--- config.mk ---
export PLATFORM = sky130hd
export DESIGN_NAME = clc_exec
export DESIGN_NICKNAME = d
export VERILOG_FILES = /design/src/clc_exec_pad.sv /design/src/clc_pkg.sv /design/src/clc_exec.sv
export SDC_FILE = /design/constraint.sdc
export NUM_CORES = 1
export LEC_CHECK = 0
export BUFFER_PORTS_ARGS = -buffer_cell sky130_fd_sc_hd__clkbuf_2
export CORE_ASPECT_RATIO = 0.7
export CORE_MARGIN = 3
export CORE_UTILIZATION = 41
export CTS_CLUSTER_DIAMETER = 120
export DETAILED_ROUTE_END_ITERATION = 10
export GPL_TIMING_DRIVEN = 0
export HOLD_SLACK_MARGIN = 0.03
export PLACE_DENSITY_LB_ADDON = 0.3
export REMOVE_ABC_BUFFERS = 1
export SYNTH_ARGS = -nofsm -noshare
export SYNTH_HDL_FRONTEND = slang
export SYNTH_SLANG_ARGS = --single-unit
export TNS_END_PERCENT = 30
--- constraint.sdc ---
create_clock -name aclk -period 2.7 [get_ports aclk]
set_input_delay 0.27 -clock aclk [delete_from_list [all_inputs] [get_ports aclk]]
set_output_delay 0.27 -clock aclk [all_outputs]
set_load 0.005 [all_outputs]
--- src/clc_exec_pad.sv ---
`timescale 1ns/1ps

--- src/clc_pkg.sv ---
// constants and types shared by the instruction execution block
// assumes the register bus decodes word indices (byte address / 4)
package clc_pkg;

   // register word indices; byte address is four times the index
   localparam logic [9:0] IDX_OPER    = 10'h000; // opcode and operands
   localparam logic [9:0] IDX_CTX     = 10'h001; // program counter, stack ptr
   localparam logic [9:0] IDX_CMD     = 10'h002; // start strobe
   localparam logic [9:0] IDX_STAT    = 10'h003; // busy, done, write, illegal
   localparam logic [9:0] IDX_RES     = 10'h004; // result and pushed bytes
   localparam logic [9:0] IDX_SYSMODE = 10'h006; // system mode
   localparam logic [9:0] IDX_PEND    = 10'h007; // pending requests
   localparam logic [9:0] IDX_FLAGS   = 10'h0d5; // condition flags

   // reset values
   localparam logic [7:0]  FLAGS_RST = 8'h00;
   localparam logic [7:0]  SYM_RST   = 8'h00;
   localparam logic [15:0] PC_RST    = 16'h0000;
   localparam logic [7:0]  SP_RST    = 8'h00;

   // global interrupt enable position in system mode
   localparam int SYM_IE = 3;

   // opcodes
   localparam logic [7:0] OP_AND_RR   = 8'h52; // working pair, short form
   localparam logic [7:0] OP_AND_LAST = 8'h56;
   localparam logic [7:0] OP_CMP_RR   = 8'ha2;
   localparam logic [7:0] OP_CMP_LAST = 8'ha6;
   localparam logic [7:0] OP_DEC_R    = 8'h00;
   localparam logic [7:0] OP_DEC_IR   = 8'h01;
   localparam logic [7:0] OP_COM_R    = 8'h60;
   localparam logic [7:0] OP_COM_IR   = 8'h61;
   localparam logic [7:0] OP_CLR_R    = 8'hb0;
   localparam logic [7:0] OP_CLR_IR   = 8'hb1;
   localparam logic [7:0] OP_CCF      = 8'hef;
   localparam logic [7:0] OP_DI       = 8'h8f;
   localparam logic [7:0] OP_EI       = 8'h9f;
   localparam logic [7:0] OP_CALL_DA  = 8'hf6;
   localparam logic [7:0] OP_CALL_IRR = 8'hf4;

   // execution times in cycles
   localparam logic [3:0] CYC_SHORT    = 4'h4;
   localparam logic [3:0] CYC_LONG     = 4'h6;
   localparam logic [3:0] CYC_CALL_DA  = 4'he;
   localparam logic [3:0] CYC_CALL_IRR = 4'hc;
   localparam logic [3:0] CYC_ILLEGAL  = 4'h1;

   // call instruction lengths in bytes
   localparam logic [15:0] LEN_CALL_DA  = 16'h0003;
   localparam logic [15:0] LEN_CALL_IRR = 16'h0002;

   // bus responses
   localparam logic [1:0] RESP_OKAY   = 2'h0;
   localparam logic [1:0] RESP_SLVERR = 2'h2;

   // condition flags layout, carry in the top bit
   typedef struct packed {
      logic       c;
      logic       z;
      logic       s;
      logic       v;
      logic [3:0] rsv;
   } clc_flags_t;

   // outcome of one instruction
   typedef struct packed {
      logic [7:0]  res;
      logic        we;
      logic        illegal;
      clc_flags_t  flags;
      logic [7:0]  system_mode;
      logic [15:0] npc;
      logic [7:0]  nsp;
      logic [7:0]  push_lo;
      logic [7:0]  push_hi;
   } clc_exec_t;

   typedef enum logic [0:0] {
      CLC_IDLE,
      CLC_EXEC
   } clc_state_t;

endpackage

--- src/clc_exec.sv ---
// execution unit for and, compare, decrement, complement, clear,
// carry complement, call and global interrupt enable and disable
// assumes an axi4-lite master and synchronous interrupt request inputs
//
// Added by the designer: the AXI4-Lite interface to the registers.
`timescale 1ns/1ps

// Summary of operation
// RQ1 - and stores dst and src, 4 or 6 cycles
// RQ2 - and keeps carry, sets z s, clears v
// RQ3 - call pushes low then high, loads target
// RQ4 - pushed address follows call; flags untouched
// RQ5 - carry complement inverts carry only, 4 cycles
// RQ6 - clear writes zero, flags untouched
// RQ7 - complement inverts every destination bit
// RQ8 - complement keeps carry, sets z s, v zero
// RQ9 - compare subtracts, writes neither operand
// RQ10 - compare carry set on borrow
// RQ11 - compare overflow per sign rule
// RQ12 - decrement subtracts one, carry kept
// RQ13 - decrement overflow only from 80h
// RQ14 - disable clears mode bit 3, flags kept
// RQ15 - requests still latch while disabled
// RQ16 - enable sets mode bit 3, flags kept
// RQ17 - pending requests serviced after enable
// RQ18 - results eight bits, sign from top bit
module clc_exec #(
   parameter int N_IRQ = 8  // number of interrupt request lines
) (
   input  wire logic              aclk,
   input  wire logic              aresetn,
   input  wire logic [11:0]       s_axi_awaddr,
   input  wire logic              s_axi_awvalid,
   output logic                   s_axi_awready,
   input  wire logic [31:0]       s_axi_wdata,
   input  wire logic [3:0]        s_axi_wstrb,
   input  wire logic              s_axi_wvalid,
   output logic                   s_axi_wready,
   output logic [1:0]             s_axi_bresp,
   output logic                   s_axi_bvalid,
   input  wire logic              s_axi_bready,
   input  wire logic [11:0]       s_axi_araddr,
   input  wire logic              s_axi_arvalid,
   output logic                   s_axi_arready,
   output logic [31:0]            s_axi_rdata,
   output logic [1:0]             s_axi_rresp,
   output logic                   s_axi_rvalid,
   input  wire logic              s_axi_rready,
   input  wire logic [N_IRQ-1:0]  irq_req,
   output logic [N_IRQ-1:0]       irq_pending,
   output logic                   irq_service,
   output logic                   busy
);

   // merge a write word into a stored word under byte strobes
   function automatic logic [31:0] wmerge(input logic [31:0] old,
                                          input logic [31:0] dat,
                                          input logic [3:0]  strb);
      logic [31:0] r;
      r = old;
      for (int i = 0; i < 4; i++) begin
         if (strb[i]) begin
            r[8*i +: 8] = dat[8*i +: 8];
         end
      end
      return r;
   endfunction

   // zero and sign from an eight bit result
   function automatic clc_pkg::clc_flags_t zs(input clc_pkg::clc_flags_t f,
                                              input logic [7:0] v);
      clc_pkg::clc_flags_t r;
      r   = f;
      r.z = (v == 8'h00); // RQ18
      r.s = v[7];         // RQ18
      return r;
   endfunction

   // execution time of an opcode; unknown opcodes take one cycle
   function automatic logic [3:0] cyc_of(input logic [7:0] op);
      logic [3:0] c;
      c = clc_pkg::CYC_ILLEGAL;
      if (op == clc_pkg::OP_AND_RR || op == clc_pkg::OP_CMP_RR) begin
         c = clc_pkg::CYC_SHORT;
      end else if ((op > clc_pkg::OP_AND_RR && op <= clc_pkg::OP_AND_LAST) ||
                   (op > clc_pkg::OP_CMP_RR && op <= clc_pkg::OP_CMP_LAST)) begin
         c = clc_pkg::CYC_LONG;
      end else if (op == clc_pkg::OP_CALL_DA) begin
         c = clc_pkg::CYC_CALL_DA;
      end else if (op == clc_pkg::OP_CALL_IRR) begin
         c = clc_pkg::CYC_CALL_IRR;
      end else if (op == clc_pkg::OP_DEC_R || op == clc_pkg::OP_DEC_IR ||
                   op == clc_pkg::OP_COM_R || op == clc_pkg::OP_COM_IR ||
                   op == clc_pkg::OP_CLR_R || op == clc_pkg::OP_CLR_IR ||
                   op == clc_pkg::OP_CCF   || op == clc_pkg::OP_DI     ||
                   op == clc_pkg::OP_EI) begin
         c = clc_pkg::CYC_SHORT;
      end
      return c;
   endfunction

   // bus channel state
   logic        awready_r;  // low once an address is held
   logic        wready_r;   // low once data is held
   logic [9:0]  awidx_r;    // held write word index
   logic [31:0] wdata_r;    // held write data
   logic [3:0]  wstrb_r;    // held write strobes
   logic        bvalid_r;
   logic [1:0]  bresp_r;
   logic        arready_r;
   logic        rvalid_r;
   logic [31:0] rdata_r;
   logic [1:0]  rresp_r;

   // architectural and result state
   logic [31:0]         oper_r;    // opcode, dst, src
   logic [15:0]         pc_r;      // address of the instruction
   logic [7:0]          sp_r;      // stack pointer
   clc_pkg::clc_flags_t flags_r;
   logic [7:0]          sym_r;     // system mode
   logic [N_IRQ-1:0]    pend_r;    // pending requests
   logic                irq_service_r;
   logic [7:0]          res_r;
   logic [7:0]          push_lo_r;
   logic [7:0]          push_hi_r;
   logic                we_r;      // last result targets the destination
   logic                ill_r;     // last opcode not in this group
   logic                done_r;
   clc_pkg::clc_state_t state_r;
   logic [3:0]          cnt_r;     // cycles left minus one

   // write decode: both halves held and no response pending
   wire        wr_fire  = !awready_r && !wready_r && !bvalid_r;
   wire        idle_w   = (state_r == clc_pkg::CLC_IDLE);
   wire        wr_oper  = wr_fire && awidx_r == clc_pkg::IDX_OPER && idle_w;
   wire        wr_ctx   = wr_fire && awidx_r == clc_pkg::IDX_CTX && idle_w;
   wire        wr_flags = wr_fire && awidx_r == clc_pkg::IDX_FLAGS;
   wire        wr_sym   = wr_fire && awidx_r == clc_pkg::IDX_SYSMODE;
   wire        wr_pend  = wr_fire && awidx_r == clc_pkg::IDX_PEND;
   wire        start_w  = wr_fire && awidx_r == clc_pkg::IDX_CMD &&
                          wstrb_r[0] && wdata_r[0] && idle_w;
   wire        wr_map   = awidx_r == clc_pkg::IDX_OPER  ||
                          awidx_r == clc_pkg::IDX_CTX   ||
                          awidx_r == clc_pkg::IDX_CMD   ||
                          awidx_r == clc_pkg::IDX_STAT  ||
                          awidx_r == clc_pkg::IDX_RES   ||
                          awidx_r == clc_pkg::IDX_FLAGS ||
                          awidx_r == clc_pkg::IDX_SYSMODE ||
                          awidx_r == clc_pkg::IDX_PEND;
   wire [31:0] wmerged  = wmerge(32'h0000_0000, wdata_r, wstrb_r);
   wire [31:0] oper_nxt = wmerge(oper_r, wdata_r, wstrb_r);
   wire [31:0] ctx_nxt  = wmerge({8'h00, sp_r, pc_r}, wdata_r, wstrb_r);

   // operand fields
   wire [7:0] op_w  = oper_r[7:0];
   wire [7:0] dst_w = oper_r[15:8];   // also call target high byte
   wire [7:0] src_w = oper_r[23:16];  // also call target low byte

   // final cycle of an instruction
   wire commit_w = (state_r == clc_pkg::CLC_EXEC) && (cnt_r == 4'h0);

   // opcode classes
   wire is_and = op_w >= clc_pkg::OP_AND_RR && op_w <= clc_pkg::OP_AND_LAST;
   wire is_cmp = op_w >= clc_pkg::OP_CMP_RR && op_w <= clc_pkg::OP_CMP_LAST;
   wire is_dec = op_w == clc_pkg::OP_DEC_R || op_w == clc_pkg::OP_DEC_IR;
   wire is_com = op_w == clc_pkg::OP_COM_R || op_w == clc_pkg::OP_COM_IR;
   wire is_clr = op_w == clc_pkg::OP_CLR_R || op_w == clc_pkg::OP_CLR_IR;
   wire is_cal = op_w == clc_pkg::OP_CALL_DA || op_w == clc_pkg::OP_CALL_IRR;

   // arithmetic shared by the classes
   wire [8:0]  diff_w = {1'b0, dst_w} - {1'b0, src_w};
   wire [7:0]  and_w  = dst_w & src_w;
   wire [7:0]  com_w  = ~dst_w;
   wire [7:0]  dec_w  = dst_w - 8'h01;
   wire [15:0] ret_w  = pc_r + ((op_w == clc_pkg::OP_CALL_DA) ?
                        clc_pkg::LEN_CALL_DA : clc_pkg::LEN_CALL_IRR);

   // outcome of the held instruction; applied only at commit
   clc_pkg::clc_exec_t ex;
   always_comb begin
      ex         = '0;
      ex.res     = dst_w;
      ex.flags   = flags_r;
      ex.system_mode     = sym_r;
      ex.npc     = pc_r;
      ex.nsp     = sp_r;
      ex.push_lo = push_lo_r;
      ex.push_hi = push_hi_r;
      if (is_and) begin
         ex.res     = and_w;                    // RQ1
         ex.we      = 1'b1;
         ex.flags   = zs(flags_r, and_w);       // RQ2
         ex.flags.v = 1'b0;                     // RQ2
      end else if (is_cmp) begin
         // flags only; the destination is not written
         ex.res     = diff_w[7:0];              // RQ9
         ex.flags   = zs(flags_r, diff_w[7:0]); // RQ10
         ex.flags.c = diff_w[8];                // RQ10
         ex.flags.v = (dst_w[7] != src_w[7]) &&
                      (diff_w[7] == src_w[7]);  // RQ11
      end else if (is_dec) begin
         ex.res     = dec_w;                    // RQ12
         ex.we      = 1'b1;
         ex.flags   = zs(flags_r, dec_w);       // RQ13
         ex.flags.v = (dst_w == 8'h80);         // RQ13
      end else if (is_com) begin
         ex.res     = com_w;                    // RQ7
         ex.we      = 1'b1;
         ex.flags   = zs(flags_r, com_w);       // RQ8
         ex.flags.v = 1'b0;                     // RQ8
      end else if (is_clr) begin
         ex.res     = 8'h00;                    // RQ6
         ex.we      = 1'b1;
      end else if (op_w == clc_pkg::OP_CCF) begin
         ex.flags.c = !flags_r.c;               // RQ5
      end else if (op_w == clc_pkg::OP_DI) begin
         ex.system_mode[clc_pkg::SYM_IE] = 1'b0;        // RQ14
      end else if (op_w == clc_pkg::OP_EI) begin
         ex.system_mode[clc_pkg::SYM_IE] = 1'b1;        // RQ16
      end else if (is_cal) begin
         // low byte goes to sp-1, high byte to sp-2
         ex.push_lo = ret_w[7:0];               // RQ3
         ex.push_hi = ret_w[15:8];              // RQ4
         ex.nsp     = sp_r - 8'h02;             // RQ3
         ex.npc     = {dst_w, src_w};           // RQ3
      end else begin
         ex.illegal = 1'b1;
      end
   end

   // sequencer: load the cycle count, run it down, commit at zero
   always_ff @(posedge aclk) begin
      if (!aresetn) begin
         state_r <= clc_pkg::CLC_IDLE;
         cnt_r   <= 4'h0;
      end else if (start_w) begin
         state_r <= clc_pkg::CLC_EXEC;
         cnt_r   <= cyc_of(op_w) - 4'h1;        // RQ1
      end else if (commit_w) begin
         state_r <= clc_pkg::CLC_IDLE;
      end else if (state_r == clc_pkg::CLC_EXEC) begin
         cnt_r   <= cnt_r - 4'h1;
      end
   end

   // result registers; done clears on start, sets on commit
   always_ff @(posedge aclk) begin
      if (!aresetn) begin
         res_r     <= 8'h00;
         push_lo_r <= 8'h00;
         push_hi_r <= 8'h00;
         we_r      <= 1'b0;
         ill_r     <= 1'b0;
         done_r    <= 1'b0;
      end else if (commit_w) begin
         res_r     <= ex.res;
         push_lo_r <= ex.push_lo;
         push_hi_r <= ex.push_hi;
         we_r      <= ex.we;
         ill_r     <= ex.illegal;
         done_r    <= 1'b1;
      end else if (start_w) begin
         done_r    <= 1'b0;
      end
   end

   // operands are frozen while an instruction runs
   always_ff @(posedge aclk) begin
      if (!aresetn) begin
         oper_r <= 32'h0000_0000;
         pc_r   <= clc_pkg::PC_RST;
         sp_r   <= clc_pkg::SP_RST;
      end else if (commit_w) begin
         pc_r   <= ex.npc;                      // RQ3
         sp_r   <= ex.nsp;
      end else begin
         if (wr_oper) begin
            oper_r <= oper_nxt;
         end
         if (wr_ctx) begin
            pc_r <= ctx_nxt[15:0];
            sp_r <= ctx_nxt[23:16];
         end
      end
   end

   // flags and mode: the instruction wins over a same-cycle write
   always_ff @(posedge aclk) begin
      if (!aresetn) begin
         flags_r <= clc_pkg::FLAGS_RST;
         sym_r   <= clc_pkg::SYM_RST;
      end else if (commit_w) begin
         flags_r <= ex.flags;
         sym_r   <= ex.system_mode;
      end else begin
         if (wr_flags && wstrb_r[0]) begin
            flags_r <= {wdata_r[7:4], 4'h0};
         end
         if (wr_sym && wstrb_r[0]) begin
            sym_r <= wdata_r[7:0];
         end
      end
   end

   // pending bits latch regardless of the enable; set beats clear
   always_ff @(posedge aclk) begin
      if (!aresetn) begin
         pend_r        <= '0;
         irq_service_r <= 1'b0;
      end else begin
         pend_r        <= (pend_r & ~(wr_pend ? wmerged[N_IRQ-1:0] : '0))
                          | irq_req;            // RQ15
         irq_service_r <= sym_r[clc_pkg::SYM_IE] && (|pend_r); // RQ17
      end
   end

   // write channels: hold address and data, answer when both held
   always_ff @(posedge aclk) begin
      if (!aresetn) begin
         awready_r <= 1'b1;
         wready_r  <= 1'b1;
         awidx_r   <= 10'h000;
         wdata_r   <= 32'h0000_0000;
         wstrb_r   <= 4'h0;
         bvalid_r  <= 1'b0;
         bresp_r   <= clc_pkg::RESP_OKAY;
      end else begin
         if (s_axi_awvalid && awready_r) begin
            awidx_r   <= s_axi_awaddr[11:2];
            awready_r <= 1'b0;
         end
         if (s_axi_wvalid && wready_r) begin
            wdata_r  <= s_axi_wdata;
            wstrb_r  <= s_axi_wstrb;
            wready_r <= 1'b0;
         end
         if (wr_fire) begin
            bvalid_r <= 1'b1;
            bresp_r  <= wr_map ? clc_pkg::RESP_OKAY : clc_pkg::RESP_SLVERR;
         end
         if (bvalid_r && s_axi_bready) begin
            bvalid_r  <= 1'b0;
            awready_r <= 1'b1;
            wready_r  <= 1'b1;
         end
      end
   end

   // read decode; unmapped words read zero with an error
   logic [31:0] rd_w;
   logic        rd_ok;
   wire  [9:0]  aridx = s_axi_araddr[11:2];
   always_comb begin
      rd_w  = 32'h0000_0000;
      rd_ok = 1'b1;
      if (aridx == clc_pkg::IDX_OPER) begin
         rd_w = oper_r;
      end else if (aridx == clc_pkg::IDX_CTX) begin
         rd_w = {8'h00, sp_r, pc_r};
      end else if (aridx == clc_pkg::IDX_CMD) begin
         rd_w = 32'h0000_0000;
      end else if (aridx == clc_pkg::IDX_STAT) begin
         rd_w = {28'h0000000, ill_r, we_r, done_r, !idle_w};
      end else if (aridx == clc_pkg::IDX_RES) begin
         rd_w = {8'h00, push_hi_r, push_lo_r, res_r};
      end else if (aridx == clc_pkg::IDX_FLAGS) begin
         rd_w = {24'h000000, flags_r};
      end else if (aridx == clc_pkg::IDX_SYSMODE) begin
         rd_w = {24'h000000, sym_r};
      end else if (aridx == clc_pkg::IDX_PEND) begin
         rd_w = 32'(pend_r);
      end else begin
         rd_ok = 1'b0;
      end
   end

   // read channel: one read at a time, data one cycle after address
   always_ff @(posedge aclk) begin
      if (!aresetn) begin
         arready_r <= 1'b1;
         rvalid_r  <= 1'b0;
         rdata_r   <= 32'h0000_0000;
         rresp_r   <= clc_pkg::RESP_OKAY;
      end else if (s_axi_arvalid && arready_r) begin
         arready_r <= 1'b0;
         rvalid_r  <= 1'b1;
         rdata_r   <= rd_w;
         rresp_r   <= rd_ok ? clc_pkg::RESP_OKAY : clc_pkg::RESP_SLVERR;
      end else if (rvalid_r && s_axi_rready) begin
         rvalid_r  <= 1'b0;
         arready_r <= 1'b1;
      end
   end

   // outputs straight from flip-flops
   assign s_axi_awready = awready_r;
   assign s_axi_wready  = wready_r;
   assign s_axi_bvalid  = bvalid_r;
   assign s_axi_bresp   = bresp_r;
   assign s_axi_arready = arready_r;
   assign s_axi_rvalid  = rvalid_r;
   assign s_axi_rdata   = rdata_r;
   assign s_axi_rresp   = rresp_r;
   assign irq_pending   = pend_r;
   assign irq_service   = irq_service_r;
   assign busy          = (state_r == clc_pkg::CLC_EXEC);

   property p_and_time;
      @(posedge aclk) disable iff (!aresetn)
      start_w && op_w == clc_pkg::OP_AND_RR |-> !commit_w [*4] ##1 commit_w;
   endproperty
   a_and_time: assert property (p_and_time) // RQ1
      else $error("short and form not committed after 4 cycles");

   property p_and_flags;
      @(posedge aclk) disable iff (!aresetn)
      commit_w && is_and |=> !flags_r.v && flags_r.c == $past(flags_r.c)
         && res_r == ($past(dst_w) & $past(src_w));
   endproperty
   a_and_flags: assert property (p_and_flags) // RQ2
      else $error("and result or flags wrong");

   property p_call_time;
      @(posedge aclk) disable iff (!aresetn)
      start_w && op_w == clc_pkg::OP_CALL_DA |-> ##14 commit_w;
   endproperty
   a_call_time: assert property (p_call_time) // RQ3
      else $error("direct call not committed after 14 cycles");

   property p_call_ret;
      @(posedge aclk) disable iff (!aresetn)
      commit_w && op_w == clc_pkg::OP_CALL_DA |=>
         {push_hi_r, push_lo_r} == $past(pc_r) + 16'h0003
         && flags_r == $past(flags_r) && sp_r == $past(sp_r) - 8'h02;
   endproperty
   a_call_ret: assert property (p_call_ret) // RQ4
      else $error("call return address or stack wrong");

   property p_ccf;
      @(posedge aclk) disable iff (!aresetn)
      commit_w && op_w == clc_pkg::OP_CCF |=> flags_r.c != $past(flags_r.c)
         && flags_r[6:0] == $past(flags_r[6:0]);
   endproperty
   a_ccf: assert property (p_ccf) // RQ5
      else $error("carry complement wrong");

   property p_cmp_carry;
      @(posedge aclk) disable iff (!aresetn)
      commit_w && is_cmp |=> !we_r && flags_r.c == ($past(src_w) > $past(dst_w));
   endproperty
   a_cmp_carry: assert property (p_cmp_carry) // RQ10
      else $error("compare borrow wrong");

   property p_dec_v;
      @(posedge aclk) disable iff (!aresetn)
      commit_w && is_dec |=> flags_r.v == ($past(dst_w) == 8'h80)
         && flags_r.c == $past(flags_r.c);
   endproperty
   a_dec_v: assert property (p_dec_v) // RQ13
      else $error("decrement overflow wrong");

   property p_di;
      @(posedge aclk) disable iff (!aresetn)
      commit_w && op_w == clc_pkg::OP_DI |=> !sym_r[3] ##1 !irq_service_r;
   endproperty
   a_di: assert property (p_di) // RQ14
      else $error("disable did not stop servicing");

   property p_ei;
      @(posedge aclk) disable iff (!aresetn)
      commit_w && op_w == clc_pkg::OP_EI |=> sym_r[3] && flags_r == $past(flags_r);
   endproperty
   a_ei: assert property (p_ei) // RQ16
      else $error("enable did not set mode bit");

   property p_pend;
      @(posedge aclk) disable iff (!aresetn)
      |irq_req |=> (pend_r & $past(irq_req)) == $past(irq_req);
   endproperty
   a_pend: assert property (p_pend) // RQ15
      else $error("request not latched as pending");

   property p_service;
      @(posedge aclk) disable iff (!aresetn)
      sym_r[3] && (|pend_r) |=> irq_service_r;
   endproperty
   a_service: assert property (p_service) // RQ17
      else $error("pending request not serviced while enabled");

endmodule

==> Flow_metrics.wiki, run 1 <==
{| class="wikitable"
! Metric !! Value
|-
| Initial antenna violation count || 0
|-
| Number of nets still failing antenna checks after routing || 0
|-
| Number of core rows || 46
|-
| Largest buffer count on any clock path || 2
|-
| Avg Inst Size Synth || 7.906 um^2
|-
| Transition at the pin with the smallest max-transition slack || 1.211 ns
|-
| Library cell contributing the largest single delay on the critical path || a2111oi_2
|-
| Total Routed Length || 31.54 mm
|-
| Top-area cell type share of the netlist area || 40.07%
|-
| Combinational share of power || 7.2%
|-
| CTS tree || yes
|-
| Cell types with the highest counts after synthesis || nand2_1, dfxtp_1, a21oi_1, nor2_1, clkbuf_1
|-
| Clk sink count || 194
|-
| Number of clock buffers inserted by TritonCTS || 17
|-
| Share of total power in sequential cells || 49.8%
|-
| Critical path fanouts, max || 8
|-
| Count of pins over their slew limit || 0
|-
| NetSw || 0.001606 W
|-
| DR vias || 9740
|-
| Final RePlAce weighted congestion || 0.9399
|-
| Root Buffer Master || clkbuf_16
|-
| Worst VDD drop || 0.4534 mV
|-
| Setup repair after global routing missed its margin || no
|-
| Worst hold start || s_axi_awaddr[7]
|-
| Power density over the cells || 528.8 nW/um^2
|-
| Kind of cell with the highest combined delay on the critical path || compound AO/OA/AOI/OAI gates
|-
| DRC violation count after routing || 0
|-
| Worst reg-to-reg setup slack || 0.09 ns
|-
| Instance count along the most critical hold path || 3
|-
| Mean routed wirelength per cell || 19.22 um
|-
| Wire length of the first global-routing pass || 48.18 mm
|-
| Clock share of power || 43.0%
|-
| Gate count of the mapped netlist || 1226
|-
| Worst skew pair latency || 0.45 ns
|-
| Detailed-route vias per instance || 5.935
|-
| Hold Violations, Final || 0
|-
| Initial Util || 42.21%
|-
| Library cell with the highest instance count after synthesis || nand2_1
|-
| Launching point of the worst reg2reg path || oper_r[8]
|-
| Most frequently used flop master after synthesis || dfxtp_1
|-
| Die Wd || 189.8 um
|-
| Layout Utilization || 49.98%
|-
| Buf+Inv Stages, Crit Path || 1
|-
| Type of the tightest min-delay check || in -> reg
|-
| P&R area growth vs syn || 18.42%
|-
| Vias in the first global route || 8388
|-
| GR Overflow Total || 0
|-
| Type of the worst setup path || reg -> reg
|-
| Cell depth of the worst flop-to-flop path || 9
|-
| Fill cells || 2268
|-
| Number of failing setup endpoints in the final timing report || 0
|-
| Distinct cells, synth || 74
|-
| Clock slew at reported path FFs || 0.07 ns
|-
| Yosys reg bits || 194
|-
| Max Cap Violations || 0
|-
| Largest net degree at the start of global routing || 109
|-
| Critical path cell sequence || inv_1, ha_1, fa_2, nand2b_1, a21o_1, a21boi_0, a2111oi_2, nand4b_1, a31oi_1
|-
| Crit path arrival time || 2.98 ns
|-
| Yosys warning count || 0
|-
| Ratio of cells with drive above 1 in the final layout || 16.48%
|-
| Post-detailed-placement half-perimeter wirelength || 21.52 mm
|-
| Min Clock Period, post-route || 2.608 ns
|-
| Switching Fraction || 26.45%
|-
| Number of enable-type register cells in the synthesized netlist || 0
|-
| H-tree levels || 4
|-
| Sequential cell area fraction in the yosys report || 40.07%
|-
| Fin nets || 1416
|-
| Relative max-transition margin || 19.30%
|-
| Clock tree skew after final layout || 0.01434 ns
|-
| Die Height || 134.6 um
|-
| Cell accounting for the most synthesized area || dfxtp_1
|-
| Internal Power || 0.004464 W
|-
| Die area || 25550 um^2
|-
| Nature of the critical path startpoint || register
|-
| Highest clock rate || 0.3835 GHz
|-
| 1st-pass router iterations || 6
|-
| Tcrit/Tclk final || 96.59%
|-
| Proportion of synthesized flip-flops having asynchronous set or reset || 0%
|-
| Synthesized area || 9693 um^2
|-
| Top-level port count || 126
|-
| Hold path endpoint || awidx_r[5]
|-
| DRT iter0 DRCs || 1220
|-
| Endpoint of the worst register-to-register path || flags_r[6]
|-
| IO buf count || 119
|-
| Antenna diodes || 0
|-
| Sort of element at the end of the critical path || register
|-
| Placeable core area || 22960 um^2
|-
| Largest incremental delay on the critical path || 0.43 ns
|-
| Top cells by area, synth || dfxtp_1, nand2_1, a21oi_1, nor2_1, a211oi_1
|-
| Pleak || 4.150 nW
|-
| All-Layer GR Usage || 23.99%
|-
| Total negative setup slack || 0 ns
|-
| Data required time of the worst path || 3.07 ns
|-
| Outcome || completed
|}
[tightest hold or removal path, cell delays in order]
cell	delay, ns
clkbuf_2	0.08
nand2_1	0.04
a21oi_1	0.05
[how the worst max path moves through the flow]
stage / startpoint / end / slack, ns / depth (start not counted)
finish: oper_r[8] / flags_r[6] / 0.09 / 9
global route: oper_r[3] / cnt_r[2] / 0.007 / 12
CTS: s_axi_araddr[5] / s_axi_rdata[11] / -0.1 / 6
detailed placement: busy / pc_r[5] / -0.95 / 6
global placement: s_axi_bvalid / oper_r[18] / -3.29 / 6
floorplan: s_axi_bvalid / oper_r[15] / -1.41 / 6
[layout make-up]
| type | count | area, um^2 | area share, % |
|---|---|---|---|
| Timing Repair Buffer | 159 | 983.4 | 8.568 |
| Inverter | 21 | 83.83 | 0.7303 |
| Clock buffer | 18 | 439.2 | 3.826 |
| Clock inverter | 14 | 167.7 | 1.461 |
| Sequential cell | 194 | 3914 | 34.10 |
| Tap cell | 312 | 390.4 | 3.401 |
| Multi-Input combinational cell | 923 | 5500 | 47.92 |
[routing by layer]
layer,vias up,share of wire [%],global-route usage (%)
met4,0,1.5,4.760
met5,-,0,0
met1,4573,47,37.99
met2,489,39,31.33
li1,4631,-,-
met3,47,12,7.369
[timing repair]
action                                  in CTS  in global routing
pin swaps                                    1                  9
endpoints found under the setup margin      63                 83
gates resized for setup                     21                 26
hold buffers                                21                  0
setup buffers                                0                 15
gates cloned                                 0                  2
endpoints found under the hold margin       21                  0
[power by group through the flow]
stage	sequential, W	combinational, W	clock (W)
after floorplan	0.00307	0.000214	0
after global placement	0.00309	0.000396	0
after detailed placement	0.00310	0.000406	0
after CTS	0.00303	0.000431	0.00265
after global routing	0.00304	0.000492	0.00277
final	0.00303	0.000437	0.00261
[state kept, by name (all words and copies together) (netlist names), 4 cells and up]
register and cells:
oper_r 32, push_hi_r 8, pc_r 16, res_r 8, sp_r 8, wstrb_r 4, irq_pending 8, s_axi_rdata 32
sym_r 8, cnt_r 4, flags_r 4, wdata_r 32, push_lo_r 8, awidx_r 10
[cell families after synthesis]
family	after synthesis	synth area share, %
and+or+nand+nor	485	23.34
DFF	194	40.07
buffers and inverters	112	4.995
other	1	0.03869
adders and majority gates	25	3.305
muxes	16	1.652
xor gates and xnor gates	20	1.807
AOI/OAI and AO/OA	373	24.80
[stage by stage]
step | hold slack [ns] | instances | worst slack, ns | total power [W] | instance area, um^2
floorplan | 0.3462 | 1136 | -1.409 | 0.003281 | 9291
global placement | 0.4371 | 1567 | -3.290 | 0.003489 | 10280
detailed placement | 0.4439 | 1571 | -0.9512 | 0.003502 | 10360
CTS | 0.03112 | 1624 | -0.09921 | 0.006110 | 11250
global route | 0.03632 | 1641 | 0.007285 | 0.006297 | 11480
finish | 0.04154 | 1641 | 0.09211 | 0.006070 | 11480
[cells in the final DEF, fill, tap and decap left out, drive strengths merged, types with 7 or more instances in the layout]
| cell type | count |
|---|---|
| inv | 27 |
| a21boi | 10 |
| o21ai | 54 |
| a31oi | 16 |
| nor3 | 33 |
| or3 | 8 |
| a22oi | 11 |
| a211oi | 42 |
| xor2 | 11 |
| nand2 | 215 |
| and2 | 7 |
| ha | 24 |
| a21oi | 141 |
| a311oi | 7 |
| a221oi | 15 |
| and3 | 9 |
| a222oi | 16 |
| dlygate4sd3 | 21 |
| dfxtp | 194 |
| nor4 | 10 |
| o21a | 14 |
| buf | 19 |
| clkbuf | 137 |
| nor2b | 7 |
| o211ai | 7 |
| mux2i | 16 |
| xnor2 | 9 |
| nor2 | 87 |
| nand4 | 11 |
| nand2b | 14 |
| nand3 | 58 |
No activity file was read; power rests on OpenSTA's default activity.
==> run 2: changes to the inputs <==
CELL_PAD_IN_SITES_DETAIL_PLACEMENT = 1   (was not set)
CELL_PAD_IN_SITES_GLOBAL_PLACEMENT = 2   (was not set)
CORE_UTILIZATION = 31   (was 41)
==> Flow_metrics.wiki, run 2 (synthesis results as in run 1) <==
{| class="wikitable"
! Metric !! Value
|-
| Outcome || completed
|-
| Number of core rows || 53
|-
| Number of failing setup endpoints in the final timing report || 0
|-
| Area occupied by multi-input gates || 5484 um^2
|-
| Endpoint of the worst register-to-register path || flags_r[6]
|-
| Launching point of the worst reg2reg path || oper_r[8]
|-
| Tcrit/Tclk final || 97.52%
|-
| Largest buffer count on any clock path || 2
|-
| Post-detailed-placement half-perimeter wirelength || 25.62 mm
|-
| DRT iter0 DRCs || 765
|-
| Library cell contributing the largest single delay on the critical path || dfxtp_4
|-
| Initial antenna violation count || 0
|-
| Kind of cell with the highest combined delay on the critical path || compound AO/OA/AOI/OAI gates
|-
| Clk sink count || 194
|-
| Wire length of the first global-routing pass || 55.43 mm
|-
| Die area || 33460 um^2
|-
| Layout Utilization || 38.15%
|-
| Sort of element at the end of the critical path || register
|-
| Min Clock Period, post-route || 2.633 ns
|-
| Minimum hold slack || 0.04607 ns
|-
| Clock tree skew after final layout || 0.02072 ns
|-
| Highest clock rate || 0.3798 GHz
|-
| Critical path cell sequence || inv_1, ha_1, fa_1, nand2b_1, a21o_1, a21boi_0, a2111oi_2, nand4b_1, a31oi_1
|-
| Ratio of cells with drive above 1 in the final layout || 15.79%
|-
| Total Routed Length || 36.37 mm
|-
| DR vias || 9625
|-
| Worst hold start || s_axi_awaddr[11]
|-
| Setup repair after global routing missed its margin || yes
|-
| Largest net degree at the start of global routing || 107
|-
| Max Cap Violations || 0
|-
| Most heavily used metal layer in global routing || met1
|-
| Worst skew pair latency || 0.45 ns
|-
| Initial Util || 31.91%
|-
| Number of nets still failing antenna checks after routing || 0
|-
| Hold Violations, Final || 0
|-
| Relative max-transition margin || 14.50%
|-
| All-Layer GR Usage || 21.37%
|-
| Die Wd || 217.4 um
|-
| Die Height || 153.9 um
|-
| Transition at the pin with the smallest max-transition slack || 1.279 ns
|-
| GR Overflow Total || 0
|-
| Hold path endpoint || awidx_r[9]
|-
| Worst VDD drop || 0.3426 mV
|-
| Root Buffer Master || clkbuf_16
|-
| CTS tree || yes
|-
| Most frequent cells in the layout || nand2_1, dfxtp_1, a21oi_1
|-
| Largest incremental delay on the critical path || 0.45 ns
|-
| Power density over the cells || 514.2 nW/um^2
|-
| Crit path arrival time || 2.99 ns
|-
| Global routing usage on met2 || 29.53%
|-
| Dpl cell area || 10510 um^2
|-
| DRC violation count after routing || 0
|-
| Critical path fanouts, max || 11
|-
| Type of the worst setup path || reg -> reg
|-
| Number of clock buffers inserted by TritonCTS || 17
|-
| Fin nets || 1419
|-
| Pleak || 4.117 nW
|-
| Leading cell type in the layout, fill and taps excluded || nand2_1
|-
| Count of pins over their slew limit || 0
|-
| Detailed-route vias per instance || 5.525
|-
| Sequential cell area in the final layout || 3918 um^2
|-
| Instance count along the most critical hold path || 3
|-
| Nature of the critical path startpoint || register
|-
| Global-route met3 utilization || 4.168%
|-
| Global routing met1 resource utilization || 33.73%
|-
| Final RePlAce weighted congestion || 0.8889
|-
| Data required time of the worst path || 3.06 ns
|-
| IO buf count || 119
|-
| Type of the tightest min-delay check || in -> reg
|-
| P&R area growth vs syn || 19.53%
|-
| Cell depth of the worst flop-to-flop path || 9
|-
| Worst reg-to-reg setup slack || 0.07 ns
|-
| Final instance area || 11590 um^2
|-
| Placeable core area || 30370 um^2
|-
| Vias in the first global route || 9083
|-
| H-tree levels || 4
|-
| Mean routed wirelength per cell || 20.88 um
|-
| Top-level port count || 126
|-
| Antenna diodes || 0
|-
| 1st-pass router iterations || 10
|-
| Buf+Inv Stages, Crit Path || 1
|-
| Fill cells || 3751
|-
| Clock slew at reported path FFs || 0.07 ns
|}
run 2: cell count changes in the layout (fill, tap and decap cells not counted), moves of 2 or more:
cell and change:
clkinv_8 -3, clkinv_2 +2, clkbuf_1 +2, ha_2 -2, clkinvlp_4 +2, ha_1 +2
buf_4 -6, buf_6 +2, inv_6 -2, dfxtp_4 +2, dlygate4sd3_1 +8, dfxtp_2 -3
run 2: per-stage QoR:
step / instances / TNS (ns) / power, W / setup slack (ns)
3_3_place_gp: 1667 / -251.69 / 0.003506 / -3.776
4_1_cts: 1733 / 0 / 0.006024 / 0.005690
3_5_place_dp: 1672 / -48.55 / 0.003527 / -1.125
2_1_floorplan: 1136 / -48.51 / 0.003281 / -1.409
5_1_grt: 1742 / -0.08831 / 0.006200 / -0.05715
6_report: 1742 / 0 / 0.005957 / 0.06709
run 2: worst max-delay path by stage:
stage / from / end / slack (ns) / cells after the start
floorplan: s_axi_bvalid / oper_r[15] / -1.41 / 6
global placement: s_axi_bvalid / oper_r[16] / -3.78 / 6
detailed placement: busy / pc_r[1] / -1.13 / 6
CTS: oper_r[8] / flags_r[6] / 0.006 / 9
global route: oper_r[8] / flags_r[6] / -0.06 / 9
finish: oper_r[8] / flags_r[6] / 0.07 / 9
run 2: where the power goes:
part	internal, W	leakage, nW	switching (W)
clock network	0.00127	0.256	0.00120
logic	0.000192	2.27	0.000264
registers	0.00293	1.59	0.0000945
total	0.00440	4.12	0.00156
run 2: layer usage:
layer  routed length (um)  vias up
met2                14950      295
li1                     -     4620
met1                18370     4686
met5                    0        -
met4                  379        0
met3                 2676       24
run 2: repair_timing:
item / CTS / global route
resized for setup: 25 / 22
cloned: 0 / 1
pin swaps: 3 / 4
setup endpoints to repair: 99 / 47
buffers inserted: 2 / 7
hold endpoints to repair: 29 / 0
hold buffers: 29 / 0
run 2: area by class of cell:
| class | instances | share of cell area (%) |
|---|---|---|
| Multi-Input combinational cell | 922 | 47.33 |
| Inverter | 21 | 0.7235 |
| Clock inverter | 11 | 0.9179 |
| Tap cell | 412 | 4.449 |
| Sequential cell | 194 | 33.81 |
| Timing Repair Buffer | 163 | 9.028 |
| Clock buffer | 19 | 3.737 |
run 2: tightest hold or removal path: cells and delay by family:
kind            cells  cell delay (ns)
buf+inv             1             0.08
simple gates        1             0.05
compound gates      1             0.05
